## config.mk

```make
export PLATFORM = sky130hd
export DESIGN_NAME = hbrsc_top
export DESIGN_NICKNAME = d
export VERILOG_FILES = /design/src/verilog/hbrsc_pkg.sv /design/src/verilog/hbrsc_rstq.sv /design/src/verilog/hbrsc_top.sv
export SDC_FILE = /design/constraint.sdc
export NUM_CORES = 1
export LEC_CHECK = 0
export BUFFER_PORTS_ARGS = -buffer_cell sky130_fd_sc_hd__buf_4
export CAP_MARGIN = 20
export CORE_MARGIN = 1
export CORE_UTILIZATION = 60
export CTS_CLUSTER_SIZE = 28
export DETAILED_ROUTE_END_ITERATION = 10
export PLACE_DENSITY = 0.95
export SLEW_MARGIN = 10
export SYNTH_ARGS = -nofsm -noshare
export SYNTH_HDL_FRONTEND = slang
export SYNTH_SLANG_ARGS = --single-unit
```

## constraint.sdc

```tcl
create_clock -name CLK -period 2.4 [get_ports CLK]
set_input_delay 0.24 -clock CLK [delete_from_list [all_inputs] [get_ports CLK]]
set_output_delay 0.24 -clock CLK [all_outputs]
set_load 0.05 [all_outputs]
```

## src/verilog/hbrsc_pkg.sv

```systemverilog
// package: constants and types for host bus reset and suspend control
package hbrsc_pkg;

    // =========================================================
    // storage geometry
    // =========================================================
    localparam int unsigned BUS_W        = 32;
    localparam int unsigned DATA_W       = 8;
    localparam int unsigned IDX_W        = 3;
    localparam int unsigned REG_COUNT    = 8;
    // indices below this hold wake-event context (kept over bus reset)
    localparam int unsigned STICKY_COUNT = 2;

    // =========================================================
    // reset values
    // =========================================================
    localparam logic [DATA_W-1:0] REG_RESET_VAL  = 8'h00;
    localparam logic [BUS_W-1:0]  BUS_RESET_VAL  = 32'h0000_0000;

    // =========================================================
    // reset cause encoding
    // =========================================================
    localparam logic [1:0] CAUSE_NONE   = 2'h0;
    localparam logic [1:0] CAUSE_GLOBAL = 2'h1;
    localparam logic [1:0] CAUSE_HOST   = 2'h2;
    localparam logic [1:0] CAUSE_HELD   = 2'h3;

    // =========================================================
    // operating state, one-hot
    // =========================================================
    typedef enum logic [1:0] {
        ST_RESET = 2'b01,
        ST_RUN   = 2'b10
    } hbrsc_state_t;

endpackage

```

## src/verilog/hbrsc_rstq.sv

```systemverilog
// module: registered decode of the reset and hold inputs
module hbrsc_rstq
    import hbrsc_pkg::*;
(
    input  wire logic clk,
    input  wire logic nrst,
    input  wire logic global_reset_n,
    input  wire logic host_bus_reset_n,
    input  wire logic reg_hold_n,
    output logic      clr_all,
    output logic      clr_func,
    output logic      any_rst,
    output logic      held
);

    // =========================================================
    // state
    // =========================================================
    typedef struct packed {
        logic clr_all;
        logic clr_func;
        logic any_rst;
        logic held;
    } hbrsc_rstq_st_t;

    hbrsc_rstq_st_t st_reg;
    hbrsc_rstq_st_t st_next;

    // active-low pin to asserted level
    function automatic logic is_asserted(input logic pin_n);
        is_asserted = ~pin_n;
    endfunction

    // decode, sampled on the rising clock edge
    always_comb
    begin
        st_next          = st_reg;
        st_next.any_rst  = is_asserted(global_reset_n)
                         | is_asserted(host_bus_reset_n);
        // hold blocks every clearing, global or bus
        st_next.clr_all  = is_asserted(global_reset_n)
                         & ~is_asserted(reg_hold_n);
        st_next.clr_func = is_asserted(host_bus_reset_n)
                         & ~is_asserted(reg_hold_n);
        st_next.held     = st_next.any_rst
                         & is_asserted(reg_hold_n);
    end

    // registers; any_rst starts asserted, the other outputs low, until the first decode
    always_ff @(posedge clk or negedge nrst)
    begin
        if (!nrst)
        begin
            st_reg <= '{clr_all: 1'b0, clr_func: 1'b0,
                        any_rst: 1'b1, held: 1'b0};
        end
        else
        begin
            st_reg <= st_next;
        end
    end

    assign clr_all  = st_reg.clr_all;
    assign clr_func = st_reg.clr_func;
    assign any_rst  = st_reg.any_rst;
    assign held     = st_reg.held;

endmodule

```

## src/verilog/hbrsc_top.sv

```systemverilog
// module: host bus reset, clocking and suspend control with register store
//
// Contract
// - Global reset floats all outputs and clears every internal register.
// - Host bus reset floats all outputs and clears only the function group.
// - Under host bus reset nothing operates; release brings default state.
// - With hold active, global reset floats outputs but keeps registers.
// - With hold and host bus reset both active, all registers are kept.
// - All host bus inputs are sampled on the rising edge of the clock.
module hbrsc_top
    import hbrsc_pkg::*;
(
    input  wire logic                       CLK,
    input  wire logic                       NRST,
    input  wire logic                       GLOBAL_RESET_N,
    input  wire logic                       HOST_BUS_RESET_N,
    input  wire logic                       REG_HOLD_N,
    input  wire logic [hbrsc_pkg::BUS_W-1:0] BUS_IN,
    input  wire logic                       WR_EN,
    input  wire logic [hbrsc_pkg::IDX_W-1:0] WR_IDX,
    input  wire logic [hbrsc_pkg::DATA_W-1:0] WR_DATA,
    input  wire logic [hbrsc_pkg::IDX_W-1:0] RD_IDX,
    output logic      [hbrsc_pkg::DATA_W-1:0] RD_DATA,
    output logic      [hbrsc_pkg::BUS_W-1:0] BUS_SAMPLE,
    output logic                            BUS_OE_N,
    output logic                            FUNC_READY,
    output logic      [1:0]                 RESET_CAUSE
);

    import hbrsc_pkg::*;

    // =========================================================
    // state
    // =========================================================
    typedef struct packed {
        hbrsc_state_t                         st;
        logic                                 oe_n;
        logic                                 ready;
        logic [BUS_W-1:0]                     sample;
        logic [DATA_W-1:0]                    rd;
        logic [1:0]                           cause;
        logic [REG_COUNT-1:0][DATA_W-1:0]     regs;
    } hbrsc_top_st_t;

    hbrsc_top_st_t st_reg;
    hbrsc_top_st_t st_next;

    // decoded reset controls
    logic q_clr_all;
    logic q_clr_func;
    logic q_any;
    logic q_held;
    logic run;

    // true for registers outside the wake-context group
    function automatic logic is_func_idx(input int unsigned idx);
        is_func_idx = (idx >= STICKY_COUNT);
    endfunction

    // =========================================================
    // reset qualifier
    // =========================================================
    // one stage of decode; aligns all reset pins to the clock
    hbrsc_rstq u_rstq
    (
        .clk              (CLK),
        .nrst             (NRST),
        .global_reset_n   (GLOBAL_RESET_N),
        .host_bus_reset_n (HOST_BUS_RESET_N),
        .reg_hold_n       (REG_HOLD_N),
        .clr_all          (q_clr_all),
        .clr_func         (q_clr_func),
        .any_rst          (q_any),
        .held             (q_held)
    );

    // functional only in run state with no reset pending
    // run stays low for the edge after a release as well, so the
    // first write lands one edge after ready rises; a write and a
    // decoded clear never meet, since a clear implies any reset
    assign run = (st_reg.st == ST_RUN) & ~q_any;

    // =========================================================
    // next state
    // =========================================================
    always_comb
    begin
        st_next = st_reg;

        // =====================================================
        // operating state
        // =====================================================
        // leaves run on any decoded reset, back on its release
        case (st_reg.st)
            ST_RESET:
            begin
                if (!q_any)
                begin
                    st_next.st = ST_RUN;
                end
            end
            ST_RUN:
            begin
                if (q_any)
                begin
                    st_next.st = ST_RESET;
                end
            end
            default:
            begin
                st_next.st = ST_RESET;
            end
        endcase

        // =====================================================
        // output buffers
        // =====================================================
        // float during any reset, hold or not; drive otherwise
        st_next.oe_n = q_any;

        // =====================================================
        // register clearing
        // =====================================================
        // global wins over bus reset; hold already masked both in
        // the qualifier, so a held reset lands in the last branch
        // and leaves every register as it was
        if (q_clr_all)
        begin
            for (int unsigned i = 0; i < REG_COUNT; i++)
            begin
                st_next.regs[i] = REG_RESET_VAL;
            end
            st_next.cause = CAUSE_GLOBAL;
        end
        else if (q_clr_func)
        begin
            for (int unsigned i = 0; i < REG_COUNT; i++)
            begin
                if (is_func_idx(i))
                begin
                    st_next.regs[i] = REG_RESET_VAL;
                end
            end
            st_next.cause = CAUSE_HOST;
        end
        else if (q_held)
        begin
            // contents kept, only the buffers float
            st_next.cause = CAUSE_HELD;
        end

        // =====================================================
        // write port
        // =====================================================
        // writes accepted only while functional; a write under
        // reset is dropped, not deferred
        if (run && WR_EN)
        begin
            st_next.regs[WR_IDX] = WR_DATA;
        end

        // =====================================================
        // read port and bus sampling
        // =====================================================
        // quiet outside run; read data is the stored word before
        // any write of the same edge
        if (run)
        begin
            st_next.rd     = st_reg.regs[RD_IDX];
            st_next.sample = BUS_IN;
        end
        else
        begin
            st_next.rd     = REG_RESET_VAL;
            st_next.sample = BUS_RESET_VAL;
        end

        // =====================================================
        // ready flag
        // =====================================================
        // ready follows the coming state, so it rises together with
        // the buffers being driven again
        st_next.ready = (st_next.st == ST_RUN) & ~q_any;
    end

    // =========================================================
    // registers
    // =========================================================
    // power-on reset: constants only; the pin resets are synchronous
    // and act through the next-state logic, never through this branch
    always_ff @(posedge CLK or negedge NRST)
    begin
        if (!NRST)
        begin
            st_reg.st     <= ST_RESET;
            st_reg.oe_n   <= 1'b1;
            st_reg.ready  <= 1'b0;
            st_reg.sample <= BUS_RESET_VAL;
            st_reg.rd     <= REG_RESET_VAL;
            st_reg.cause  <= CAUSE_NONE;
            for (int unsigned i = 0; i < REG_COUNT; i++)
            begin
                st_reg.regs[i] <= REG_RESET_VAL;
            end
        end
        else
        begin
            st_reg <= st_next;
        end
    end

    // =========================================================
    // outputs, each straight from a flip-flop
    // =========================================================
    assign RD_DATA     = st_reg.rd;
    assign BUS_SAMPLE  = st_reg.sample;
    assign BUS_OE_N    = st_reg.oe_n;
    assign FUNC_READY  = st_reg.ready;
    assign RESET_CAUSE = st_reg.cause;

endmodule

```

==> run summary, run 1 <==
run status - complete, no violations
part of the cycle the worst path needs - 0.942
IO buf count - 95
Max clock buf depth - 2
max FFs per register - 66
total length of routed wires - 14,300 µm
Fin Setup TNS - 0 ns
placed standard-cell area - 5680 µm²
Ys Warns - 0
HPWL reported at the end of detailed placement - 7220 µm
highest fanout seen on the critical path - 10
DIE HEIGHT - 95.0 µm
top-area cell type share of the netlist area - 0.536
sequential share of the synthesized area - 0.551
count of cells along the worst hold path - 3
fraction of final layout cells with drive strength greater than 1 - 0.262
critical path data arrival time - 2.67 ns
Max stage delay cell, worst path - nand3b_1
number of nets in the finished design - 587
post-cts repair resize count - 0
largest net degree at the start of global routing - 52
CTS Buf Count - 17
number of flip-flops and latches in the synthesized netlist - 114
count of maximum capacitance violations - 0
critical path's top delay family - simple AND/OR/NAND/NOR gates
met1 wire length - 5320 µm
Slowest Stage Delay on Critical Path - 0.56 ns
Commonest cells post-synth - dfrtp_1 (111), mux2i_1 (96), nand2_1 (51)
Max-Slew Margin vs Limit - 0.476
endpoint of the worst-slack reg-to-reg timing path - st_reg[3]
sequential power share - 0.395
final clock skew - 0.0144 ns
Detail Route met3 WL - 792 µm
endpoints failing hold - 0
I/O pin count - 96
internal power - 0.00381 W
worst hold endpoint - st_reg[61]
total met2 wirelength after detailed routing - 7590 µm
sort of element at the end of the critical path - flip-flop
clock latency on the worst-skew pair - 0.53 ns
Place WS - 0.444 ns
Sw Share - 0.257
final core utilization - 0.801
Horiz. Die Dim - 95.0 µm
core outline area - 8300 µm²
cells along the critical path - inv_1, ha_1, nor2b_2, nand3b_1, mux2i_1
number of enable flip-flop cells after synthesis - 0
Syn Std Cell Area - 5190 µm²
average cell area after synthesis - 11.8 µm²
clock slew seen by the registers of the worst setup and hold paths - 0.06 ns
number of pins with negative max-slew slack in the final report - 0
antenna-violating nets left - 0
dominant register cell in the synthesized netlist - dfrtp_1
count leader, synth - dfrtp_1
part of the power in combinational logic - 0.111
Sw Pwr - 0.00132 W
min setup slack post-route - 0.140 ns
min cycle time layout - 2.26 ns
highest metal layer with signal wires - met4
critical path launch point type - flip-flop
largest area contributor in the netlist - dfrtp_1
wire length of the first global-routing pass - 22,400 µm
final cell area excluding filler cells - 6650 µm²
DRT iter0 DRCs - 378
Cell Rows - 33
Buf+Inv Stages, Crit Path - 1
proportion of synthesized flip-flops having asynchronous set or reset - 1.00
effective utilization at floorplan - 0.625
Vias - 3,825
VDD IR max - 0.639 mV
critical path data required time - 2.81 ns
Finish-stage setup viols - 0
startpoint of the most critical register-to-register path - st_reg[108]
static leakage power - 3.33 nW
vias in the first global route - 4,196
synthesized instance count - 439
number of optimization iterations in the first detailed-route pass - 5
total global-route track usage - 0.351
power density of the placed cells - 771 nW/µm²
maximum operating frequency - 0.442 GHz
first element of the critical path - st_reg[108]
deepest level of the CTS H-tree - 4
Via density - 5.88
total overflow reported by the global router - 0
largest cells by area after synthesis - dfrtp_1 (54%), mux2i_1 (19%), buf_4 (6.1%), and2_1 (4.0%), nand2_1 (3.7%)
unrepaired setup endpoints after global routing - false
count of unresolved DRC violations after routing - 0
unique cell type count in the Yosys netlist - 31
start-to-end type of the worst setup path - flip-flop to flip-flop
CTS tree - built
pin slew with the least headroom to its limit - 0.780 ns
worst hold-check path type - input pin to flip-flop
initial antenna violation count - 0
portion of total power attributed to the clock network - 0.493
antenna cells - 0
Root Buffer Master - clkbuf_8
hold path startpoint - WR_DATA[5]
total die area - 9020 µm²
area grow syn2layout - 28.3%
Register-to-Register Setup Slack - 0.14 ns
final estimated routing congestion in global placement - 0.798
number of sinks handled by clock tree synthesis - 114
Mapped Nets - 493
detailed-route wire length per cell - 22.0 µm
worst reg-to-reg path cell count - 5
[metal layers]
metal  global-route usage  vias to the layer above
met1                0.394                     1930
li1                     -                     1624
met3               0.0894                       59
met2                0.600                      212
met4                0.210                        0
met5                    0                        -
[timing repair]
action | CTS | global route
buffers inserted | 0 | 0
hold buffers | 38 | 0
endpoints found under the hold margin | 73 | 0
[placed cells by master, fill, tap and decap left out, drive strengths merged, types with 4 or more instances in the layout]
cell type,instances
dfrtp,111
buf,99
mux2i,96
nand2,51
dlygate4sd3,38
and2,33
clkbuf,19
nand2b,17
a22oi,16
inv,10
and3,8
nor2,7
clkinv,6
nor2b,5
clkinvlp,4
nor3,4
[cells by family after synthesis]
group / after synthesis / synth area share
AO/OA/AOI/OAI: 23 / 0.0321
adder cells (fa/ha/maj): 2 / 0.00482
buffers and inverters: 72 / 0.0844
flip-flops: 114 / 0.551
multiplexers: 96 / 0.185
AND/OR/NAND/NOR: 132 / 0.143
[cell type report]
class,count,area (µm²)
Sequential cell,114,2860
Clock inverter,13,161
Clock buffer,19,432
Fill cell,403,1650
Multi-Input combinational cell,253,1900
Inverter,10,37.5
Tap cell,105,131
Timing Repair Buffer,137,1140
[how the worst max path moves through the flow]
| stage | depth (start not counted) | to |
|---|---|---|
| 2_1_floorplan | 5 | st_reg[32] |
| 3_3_place_gp | 5 | st_reg[2] |
| 3_5_place_dp | 5 | st_reg[3] |
| 4_1_cts | 5 | st_reg[0] |
| 5_1_grt | 5 | st_reg[3] |
| 6_report | 5 | st_reg[3] |
[power groups by stage]
stage / logic, W / clock network (W) / registers, W
2_1_floorplan: 0.000310 / 0 / 0.00205
3_3_place_gp: 0.000463 / 0 / 0.00205
3_5_place_dp: 0.000485 / 0 / 0.00205
4_1_cts: 0.000537 / 0.00250 / 0.00202
5_1_grt: 0.000607 / 0.00263 / 0.00203
6_report: 0.000572 / 0.00253 / 0.00203
[worst register-to-register path, delay by kind of cell, from the launching register on]
| family | cells | cell delay [ns] |
|---|---|---|
| and+or+nand+nor | 2 | 1.02 |
| muxes | 1 | 0.40 |
| adders and majority gates | 1 | 0.26 |
| DFF | 1 | 0.40 |
| buffers and inverters | 1 | 0.06 |
[per-stage QoR]
stage | std cells | total power [W] | hold slack (ns)
finish | 651 | 0.00513 | 0.122
floorplan | 439 | 0.00236 | -0.0556
global placement | 581 | 0.00251 | 0.233
detailed placement | 581 | 0.00254 | 0.236
CTS | 651 | 0.00506 | 0.103
global route | 651 | 0.00527 | 0.118
Power figures use the tool's default switching activity.
==> run 2, diff against run 1 <==
--- a/config.mk
+++ b/config.mk
@@ -5,13 +5,14 @@
 export SDC_FILE = /design/constraint.sdc
 export NUM_CORES = 1
 export LEC_CHECK = 0
+export ABC_AREA = 1
 export BUFFER_PORTS_ARGS = -buffer_cell sky130_fd_sc_hd__buf_4
 export CAP_MARGIN = 20
 export CORE_MARGIN = 1
 export CORE_UTILIZATION = 60
 export CTS_CLUSTER_SIZE = 28
 export DETAILED_ROUTE_END_ITERATION = 10
-export PLACE_DENSITY = 0.95
+export PLACE_DENSITY = 0.94
 export SLEW_MARGIN = 10
 export SYNTH_ARGS = -nofsm -noshare
 export SYNTH_HDL_FRONTEND = slang
==> run summary, run 2 <==
count of unresolved DRC violations after routing - 0 (unchanged)
Via density - 5.35 (-8.9%)
clock slew seen by the registers of the worst setup and hold paths - 0.06 ns (about the same)
run status - complete, no violations
Compound-Gate Fraction of Synth Area - 0.00584 (-0.0262)
total die area - 10,000 µm² (+11%)
worst hold-check path type - input pin to flip-flop
count of maximum capacitance violations - 0 (unchanged)
core outline area - 9280 µm² (+12%)
Finish-stage setup viols - 0 (unchanged)
Vias - 5,353 (+40%)
number of optimization iterations in the first detailed-route pass - 8 (+3)
critical path data required time - 2.86 ns (+0.05 ns)
Max clock buf depth - 2 (unchanged)
DIE HEIGHT - 100 µm (+5.5%)
final core utilization - 0.786 (-0.0153)
deepest level of the CTS H-tree - 4 (unchanged)
part of the cycle the worst path needs - 0.725 (-0.217)
static leakage power - 4.23 nW (+27%)
effective utilization at floorplan - 0.623 (-0.00186)
adder-cell share of the synthesized area - 0.00433 (-0.000499)
antenna cells - 0 (unchanged)
filler instances - 527 (+31%)
area grow syn2layout - 26.2%
synthesized instance count - 770 (+75%)
maximum operating frequency - 0.575 GHz (+30%)
final cell area excluding filler cells - 7300 µm² (+9.7%)
min cycle time layout - 1.74 ns (-0.520 ns)
wire length of the first global-routing pass - 28,400 µm (+27%)
DRT iter0 DRCs - 683 (+81%)
storage element area - 2860 µm² (unchanged)
Cell Rows - 35 (+6.1%)
Slowest Stage Delay on Critical Path - 0.57 ns (about the same)
power density of the placed cells - 746 nW/µm² (-3.2%)
Ys Warns - 0 (unchanged)
count of non-filler cells in the finished layout - 1,000 (+54%)
sequential share of the synthesized area - 0.494 (-0.0569)
Max-Slew Margin vs Limit - 0.617 (+0.141)
largest family of logic cells by synthesized area - simple AND/OR/NAND/NOR gates
number of flip-flops and latches in the synthesized netlist - 114 (unchanged)
Mapped Nets - 824 (+67%)
clock latency on the worst-skew pair - 0.53 ns (about the same)
Fin Setup TNS - 0 ns (unchanged)
highest-count cells in the layout ignoring fill and taps - nand2_1 (281), inv_1 (115), nor2_1 (115)
VDD IR max - 0.418 mV (-35%)
Max stage delay cell, worst path - dfstp_2
unique cell type count in the Yosys netlist - 22 (-29%)
largest net degree at the start of global routing - 49 (-5.8%)
unrepaired setup endpoints after global routing - false
cells along the critical path - inv_1, ha_1, nand2_4, nor2_8, nand2_8, inv_6, nand2_4, nand2_1, nand2_1
CTS Buf Count - 17 (unchanged)
total overflow reported by the global router - 0 (unchanged)
I/O pin count - 96 (unchanged)
critical path launch point type - flip-flop
max FFs per register - 66 (unchanged)
multiplexer share of the synthesized area - 0 (-0.185)
proportion of synthesized flip-flops having asynchronous set or reset - 1.00 (unchanged)
sort of element at the end of the critical path - flip-flop
HPWL reported at the end of detailed placement - 8760 µm (+21%)
antenna-violating nets left - 0 (unchanged)
largest cells by area after synthesis - dfrtp_1 (48%), nand2_1 (18%), inv_1 (7.5%), nor2_1 (7.5%), buf_4 (5.6%)
average cell area after synthesis - 7.51 µm² (-36%)
highest fanout seen on the critical path - 16 (+6)
placed standard-cell area - 6260 µm² (+10%)
number of enable flip-flop cells after synthesis - 0 (unchanged)
synthesized-area fraction occupied by xor and xnor cells - 0 (unchanged)
detailed-route wire length per cell - 18.2 µm (-17%)
fraction of the mapped netlist area in simple logic gates - 0.337 (+0.194)
most common cell after layout, fill and taps aside - nand2_1
area occupied by multi-input gates - 2010 µm² (+5.8%)
total length of routed wires - 18,200 µm (+27%)
largest area contributor in the netlist - dfrtp_1
endpoints failing hold - 0 (unchanged)
vias in the first global route - 5,450 (+30%)
Commonest cells post-synth - nand2_1 (281), inv_1 (115), nor2_1 (115)
number of pins with negative max-slew slack in the final report - 0 (unchanged)
final estimated routing congestion in global placement - 0.885 (+11%)
IO buf count - 95 (unchanged)
fraction of final layout cells with drive strength greater than 1 - 0.186 (-0.0759)
number of nets in the finished design - 912 (+55%)
number of sinks handled by clock tree synthesis - 114 (unchanged)
dominant register cell in the synthesized netlist - dfrtp_1
start-to-end type of the worst setup path - flip-flop to flip-flop
Horiz. Die Dim - 100 µm (+5.5%)
initial antenna violation count - 0 (unchanged)
final clock skew - 0.0110 ns (-0.00342 ns)
total global-route track usage - 0.384 (+0.0332)
Cells after DPL - 930 (+60%)
Syn Std Cell Area - 5780 µm² (+12%)
count leader, synth - nand2_1
CTS tree - built
Root Buffer Master - clkbuf_8
top-area cell type share of the netlist area - 0.480 (-0.0554)
critical path data arrival time - 2.20 ns (-0.47 ns)
pin slew with the least headroom to its limit - 0.574 ns (-0.206 ns)
[run 2: cell count changes after synthesis, sizes merged, moves of 8 or more]
| cell | before | now |
|---|---|---|
| a22oi | 16 | 0 |
| buf | 53 | 61 |
| nand3 | 2 | 41 |
| nand2b | 17 | 0 |
| mux2i | 96 | 0 |
| nor2 | 7 | 124 |
| nand2 | 51 | 292 |
| and3 | 8 | 0 |
| inv | 10 | 118 |
| and2 | 33 | 0 |
[run 2: stage by stage]
step / setup slack (ns) / power, W / hold WS, ns
floorplan: 1.02 / 0.00235 / -0.0556
global placement: 0.878 / 0.00250 / 0.158
detailed placement: 0.818 / 0.00252 / 0.156
CTS: 0.777 / 0.00534 / 0.00716
global route: 0.595 / 0.00559 / 0.0237
finish: 0.659 / 0.00545 / 0.0214
[run 2: path summary, 6_finish.rpt]
| path | start | endpoint | slack, ns | cells past startpoint |
|---|---|---|---|---|
| min reg2reg | u_rstq.any_rst | BUS_OE_N | 0.43 | 0 |
| max | st_reg[108] | st_reg[0] | 0.66 | 9 |
| min in group asynchronous | NRST | BUS_SAMPLE[25] | 0.18 | 2 |
| max reg2reg | st_reg[108] | st_reg[0] | 0.66 | 9 |
| max in group asynchronous | NRST | st_reg[108] | 1.47 | 3 |
| min | WR_DATA[2] | st_reg[18] | 0.02 | 3 |
[run 2: cell families after synthesis]
family | after synthesis
simple gates | 458
flops | 114
buf+inv | 190
compound gates | 6
fa+ha+maj | 2
[run 2: power breakdown]
part / internal (W) / switching, W
clock network: 0.00184 / 0.00100
registers: 0.00197 / 0.0000281
logic: 0.000209 / 0.000404
total: 0.00402 / 0.00143
[run 2: what timing repair did]
item,in CTS,in global routing
gates resized for setup,0,0
hold buffers,38,0
buffers inserted,0,0
endpoints found under the hold margin,119,0
[run 2: worst max-delay path: cells and delay by family (launching register included)]
family                     cells  cell delay, ns
buffers and inverters          2            0.13
and+or+nand+nor                6            0.72
DFF                            1            0.57
adders and majority gates      1            0.24
[run 2: final cells by class]
| cell class | count | share of cell area |
|---|---|---|
| clock buffer | 18 | 0.0586 |
| clock inverter | 14 | 0.0310 |
| inverter | 118 | 0.0621 |
| multi-input combinational | 466 | 0.275 |
| sequential | 114 | 0.391 |
| tap | 129 | 0.0221 |
| timing repair buffer | 141 | 0.160 |
[run 2: metal layers]
| layer | up-vias | GRT usage | share of wire | wire length, µm |
|---|---|---|---|---|
| met5 | - | 0 | 0 | 0 |
| met4 | 0 | 0.217 | 0.062 | 1120 |
| met3 | 122 | 0.0926 | 0.11 | 2040 |
| met2 | 456 | 0.616 | 0.45 | 8220 |
| met1 | 2405 | 0.479 | 0.38 | 6840 |
| li1 | 2370 | - | - | - |
==> run 3, diff against run 2 <==
--- a/config.mk
+++ b/config.mk
@@ -9,10 +9,10 @@
 export BUFFER_PORTS_ARGS = -buffer_cell sky130_fd_sc_hd__buf_4
 export CAP_MARGIN = 20
 export CORE_MARGIN = 1
-export CORE_UTILIZATION = 60
+export CORE_UTILIZATION = 57
 export CTS_CLUSTER_SIZE = 28
 export DETAILED_ROUTE_END_ITERATION = 10
-export PLACE_DENSITY = 0.94
+export PLACE_DENSITY = 0.91
 export SLEW_MARGIN = 10
 export SYNTH_ARGS = -nofsm -noshare
 export SYNTH_HDL_FRONTEND = slang
==> constraint.sdc (replaced) <==
create_clock -name CLK -period 1.8 [get_ports CLK]
set_input_delay 0.18 -clock CLK [delete_from_list [all_inputs] [get_ports CLK]]
set_output_delay 0.18 -clock CLK [all_outputs]
set_load 0.05 [all_outputs]
==> run summary, run 3 (same netlist as run 2, synthesis figures left out) <==
Via density - 5.09 (-4.9%)
pin slew with the least headroom to its limit - 0.561 ns (-0.0130 ns)
most common cell after layout, fill and taps aside - nand2_1
CTS Buf Count - 17 (unchanged)
min cycle time layout - 1.63 ns (-0.109 ns)
power density of the placed cells - 974 nW/µm² (+31%)
Root Buffer Master - clkbuf_8
post-cts repair resize count - 0 (unchanged)
Max-Slew Margin vs Limit - 0.626 (+0.00867)
maximum operating frequency - 0.613 GHz (+6.7%)
Cell Rows - 36 (+2.9%)
Sw Pwr - 0.00186 W (+30%)
critical path launch point type - flip-flop
sequential power share - 0.370 (+0.003)
clock slew seen by the registers of the worst setup and hold paths - 0.07 ns (about the same)
CTS tree - built
max FFs per register - 66 (unchanged)
initial antenna violation count - 0 (unchanged)
detailed-route wire length per cell - 16.3 µm (-10%)
Register-to-Register Setup Slack - 0.17 ns (-0.49 ns)
critical path data required time - 2.18 ns (-0.68 ns)
final estimated routing congestion in global placement - 0.834 (-5.7%)
number of sinks handled by clock tree synthesis - 114 (unchanged)
vias in the first global route - 5,160 (-5.3%)
Vias - 5,142 (-3.9%)
DIE HEIGHT - 103 µm (+2.5%)
fraction of final layout cells with drive strength greater than 1 - 0.182 (-0.00355)
largest net degree at the start of global routing - 49 (unchanged)
count of cells along the worst hold path - 3 (unchanged)
VDD IR max - 0.569 mV (+36%)
part of the cycle the worst path needs - 0.906 (+0.181)
count of maximum capacitance violations - 0 (unchanged)
startpoint of the most critical register-to-register path - st_reg[108]
run status - finished with violations
total die area - 10,600 µm² (+5.2%)
worst reg-to-reg path cell count - 5 (-4)
worst setup path end - BUS_SAMPLE[8]
Horiz. Die Dim - 103 µm (+2.5%)
deepest level of the CTS H-tree - 4 (unchanged)
antenna cells - 0 (unchanged)
sort of element at the end of the critical path - flip-flop
area grow syn2layout - 27.6%
worst hold-check path type - input pin to flip-flop
Cells after DPL - 933 (+0.32%)
total overflow reported by the global router - 0 (unchanged)
highest fanout seen on the critical path - 32 (+16)
IO buf count - 95 (unchanged)
DRT iter0 DRCs - 534 (-22%)
portion of total power attributed to the clock network - 0.519 (-0.002)
number of nets in the finished design - 918 (+0.66%)
endpoint of the worst-slack reg-to-reg timing path - BUS_SAMPLE[8]
Sw Share - 0.259 (-0.00399)
total chip power - 0.00719 W (+32%)
antenna-violating nets left - 0 (unchanged)
first element of the critical path - st_reg[108]
number of pins with negative max-slew slack in the final report - 0 (unchanged)
highest-count cells in the layout ignoring fill and taps - nand2_1 (281), inv_1 (115), nor2_1 (115)
count of unresolved DRC violations after routing - 1 (+1)
number of optimization iterations in the first detailed-route pass - 11 (+3)
count of non-filler cells in the finished layout - 1,010 (+1.0%)
final clock skew - 0.00985 ns (-0.00113 ns)
part of the power in combinational logic - 0.112 (about the same)
static leakage power - 4.26 nW (+0.70%)
HPWL reported at the end of detailed placement - 8390 µm (-4.2%)
final-layout worst hold slack - 0.0284 ns (+0.00701 ns)
endpoints failing hold - 0 (unchanged)
clock latency on the worst-skew pair - 0.52 ns (about the same)
violated checks - DRC
internal power - 0.00533 W (+33%)
unrepaired setup endpoints after global routing - false
final core utilization - 0.752 (-0.0343)
critical path data arrival time - 2.01 ns (-0.19 ns)
effective utilization at floorplan - 0.589 (-0.0340)
total length of routed wires - 16,500 µm (-9.4%)
total global-route track usage - 0.333 (-0.0503)
I/O pin count - 96 (unchanged)
start-to-end type of the worst setup path - flip-flop to flip-flop
Fin Setup TNS - 0 ns (unchanged)
wire length of the first global-routing pass - 25,900 µm (-8.9%)
core outline area - 9820 µm² (+5.8%)
Max clock buf depth - 2 (unchanged)
Finish-stage setup viols - 0 (unchanged)
==> run 3: changes by cell type in the layout (fill, tap and decap cells not counted), sizes merged <==
| cell | previous run | this run |
|---|---|---|
| clkinvlp | 2 | 1 |
| clkinv | 3 | 6 |
| buf | 103 | 102 |
| dlygate4sd3 | 38 | 45 |
| inv | 122 | 120 |
==> run 3: how the worst min path moves through the flow <==
stage / start / end / slack [ns]
2_1_floorplan: NRST / BUS_SAMPLE[0] / -0.12
3_3_place_gp: NRST / BUS_SAMPLE[27] / 0.16
3_5_place_dp: NRST / BUS_SAMPLE[26] / 0.16
4_1_cts: RD_IDX[2] / RD_DATA[3] / 0.02
5_1_grt: RD_IDX[2] / RD_DATA[3] / 0.05
6_report: RD_IDX[2] / RD_DATA[3] / 0.03
==> run 3: per-stage QoR <==
stage	cell area (µm²)	worst slack, ns
after floorplan	5780	0.419
after global placement	6290	0.341
after detailed placement	6290	0.283
after CTS	7380	0.235
after global routing	7380	0.135
final	7380	0.169
==> run 3: worst max-delay path, stage by stage (launching register included) <==
cell,delay (ns)
dfstp_2,0.56
inv_1,0.05
ha_1,0.23
nand2_4,0.14
buf_4,0.34
nor2_1,0.17
==> run 3: timing repair <==
item,in CTS,in global routing
endpoints found under the hold margin,145,0
endpoints found under the setup margin,0,0
setup buffers,0,0
hold buffers,45,0
==> run 3: layer usage <==
metal	wire length [µm]	track usage	vias to the layer above
li1	-	-	2382
met1	6330	0.409	2340
met2	7900	0.538	344
met3	1540	0.0786	76
met4	739	0.199	0
met5	0	0	-
==> run 3: power by group through the flow <==
stage                     sequential, W  combinational, W  clock, W
after floorplan                 0.00270          0.000428         0
after global placement          0.00270          0.000655         0
after detailed placement        0.00270          0.000669         0
after CTS                       0.00265          0.000771   0.00370
after global routing            0.00266          0.000868   0.00384
final                           0.00266          0.000803   0.00373
==> run 3: area by class of cell <==
type	count	area, µm²
flip-flops and latches	114	2860
fillers	617	2440
multi-input cells	466	2010
repair buffers	147	1250
inverters	118	453
clock buffers	18	418
clock inverters	14	228
well taps	133	166
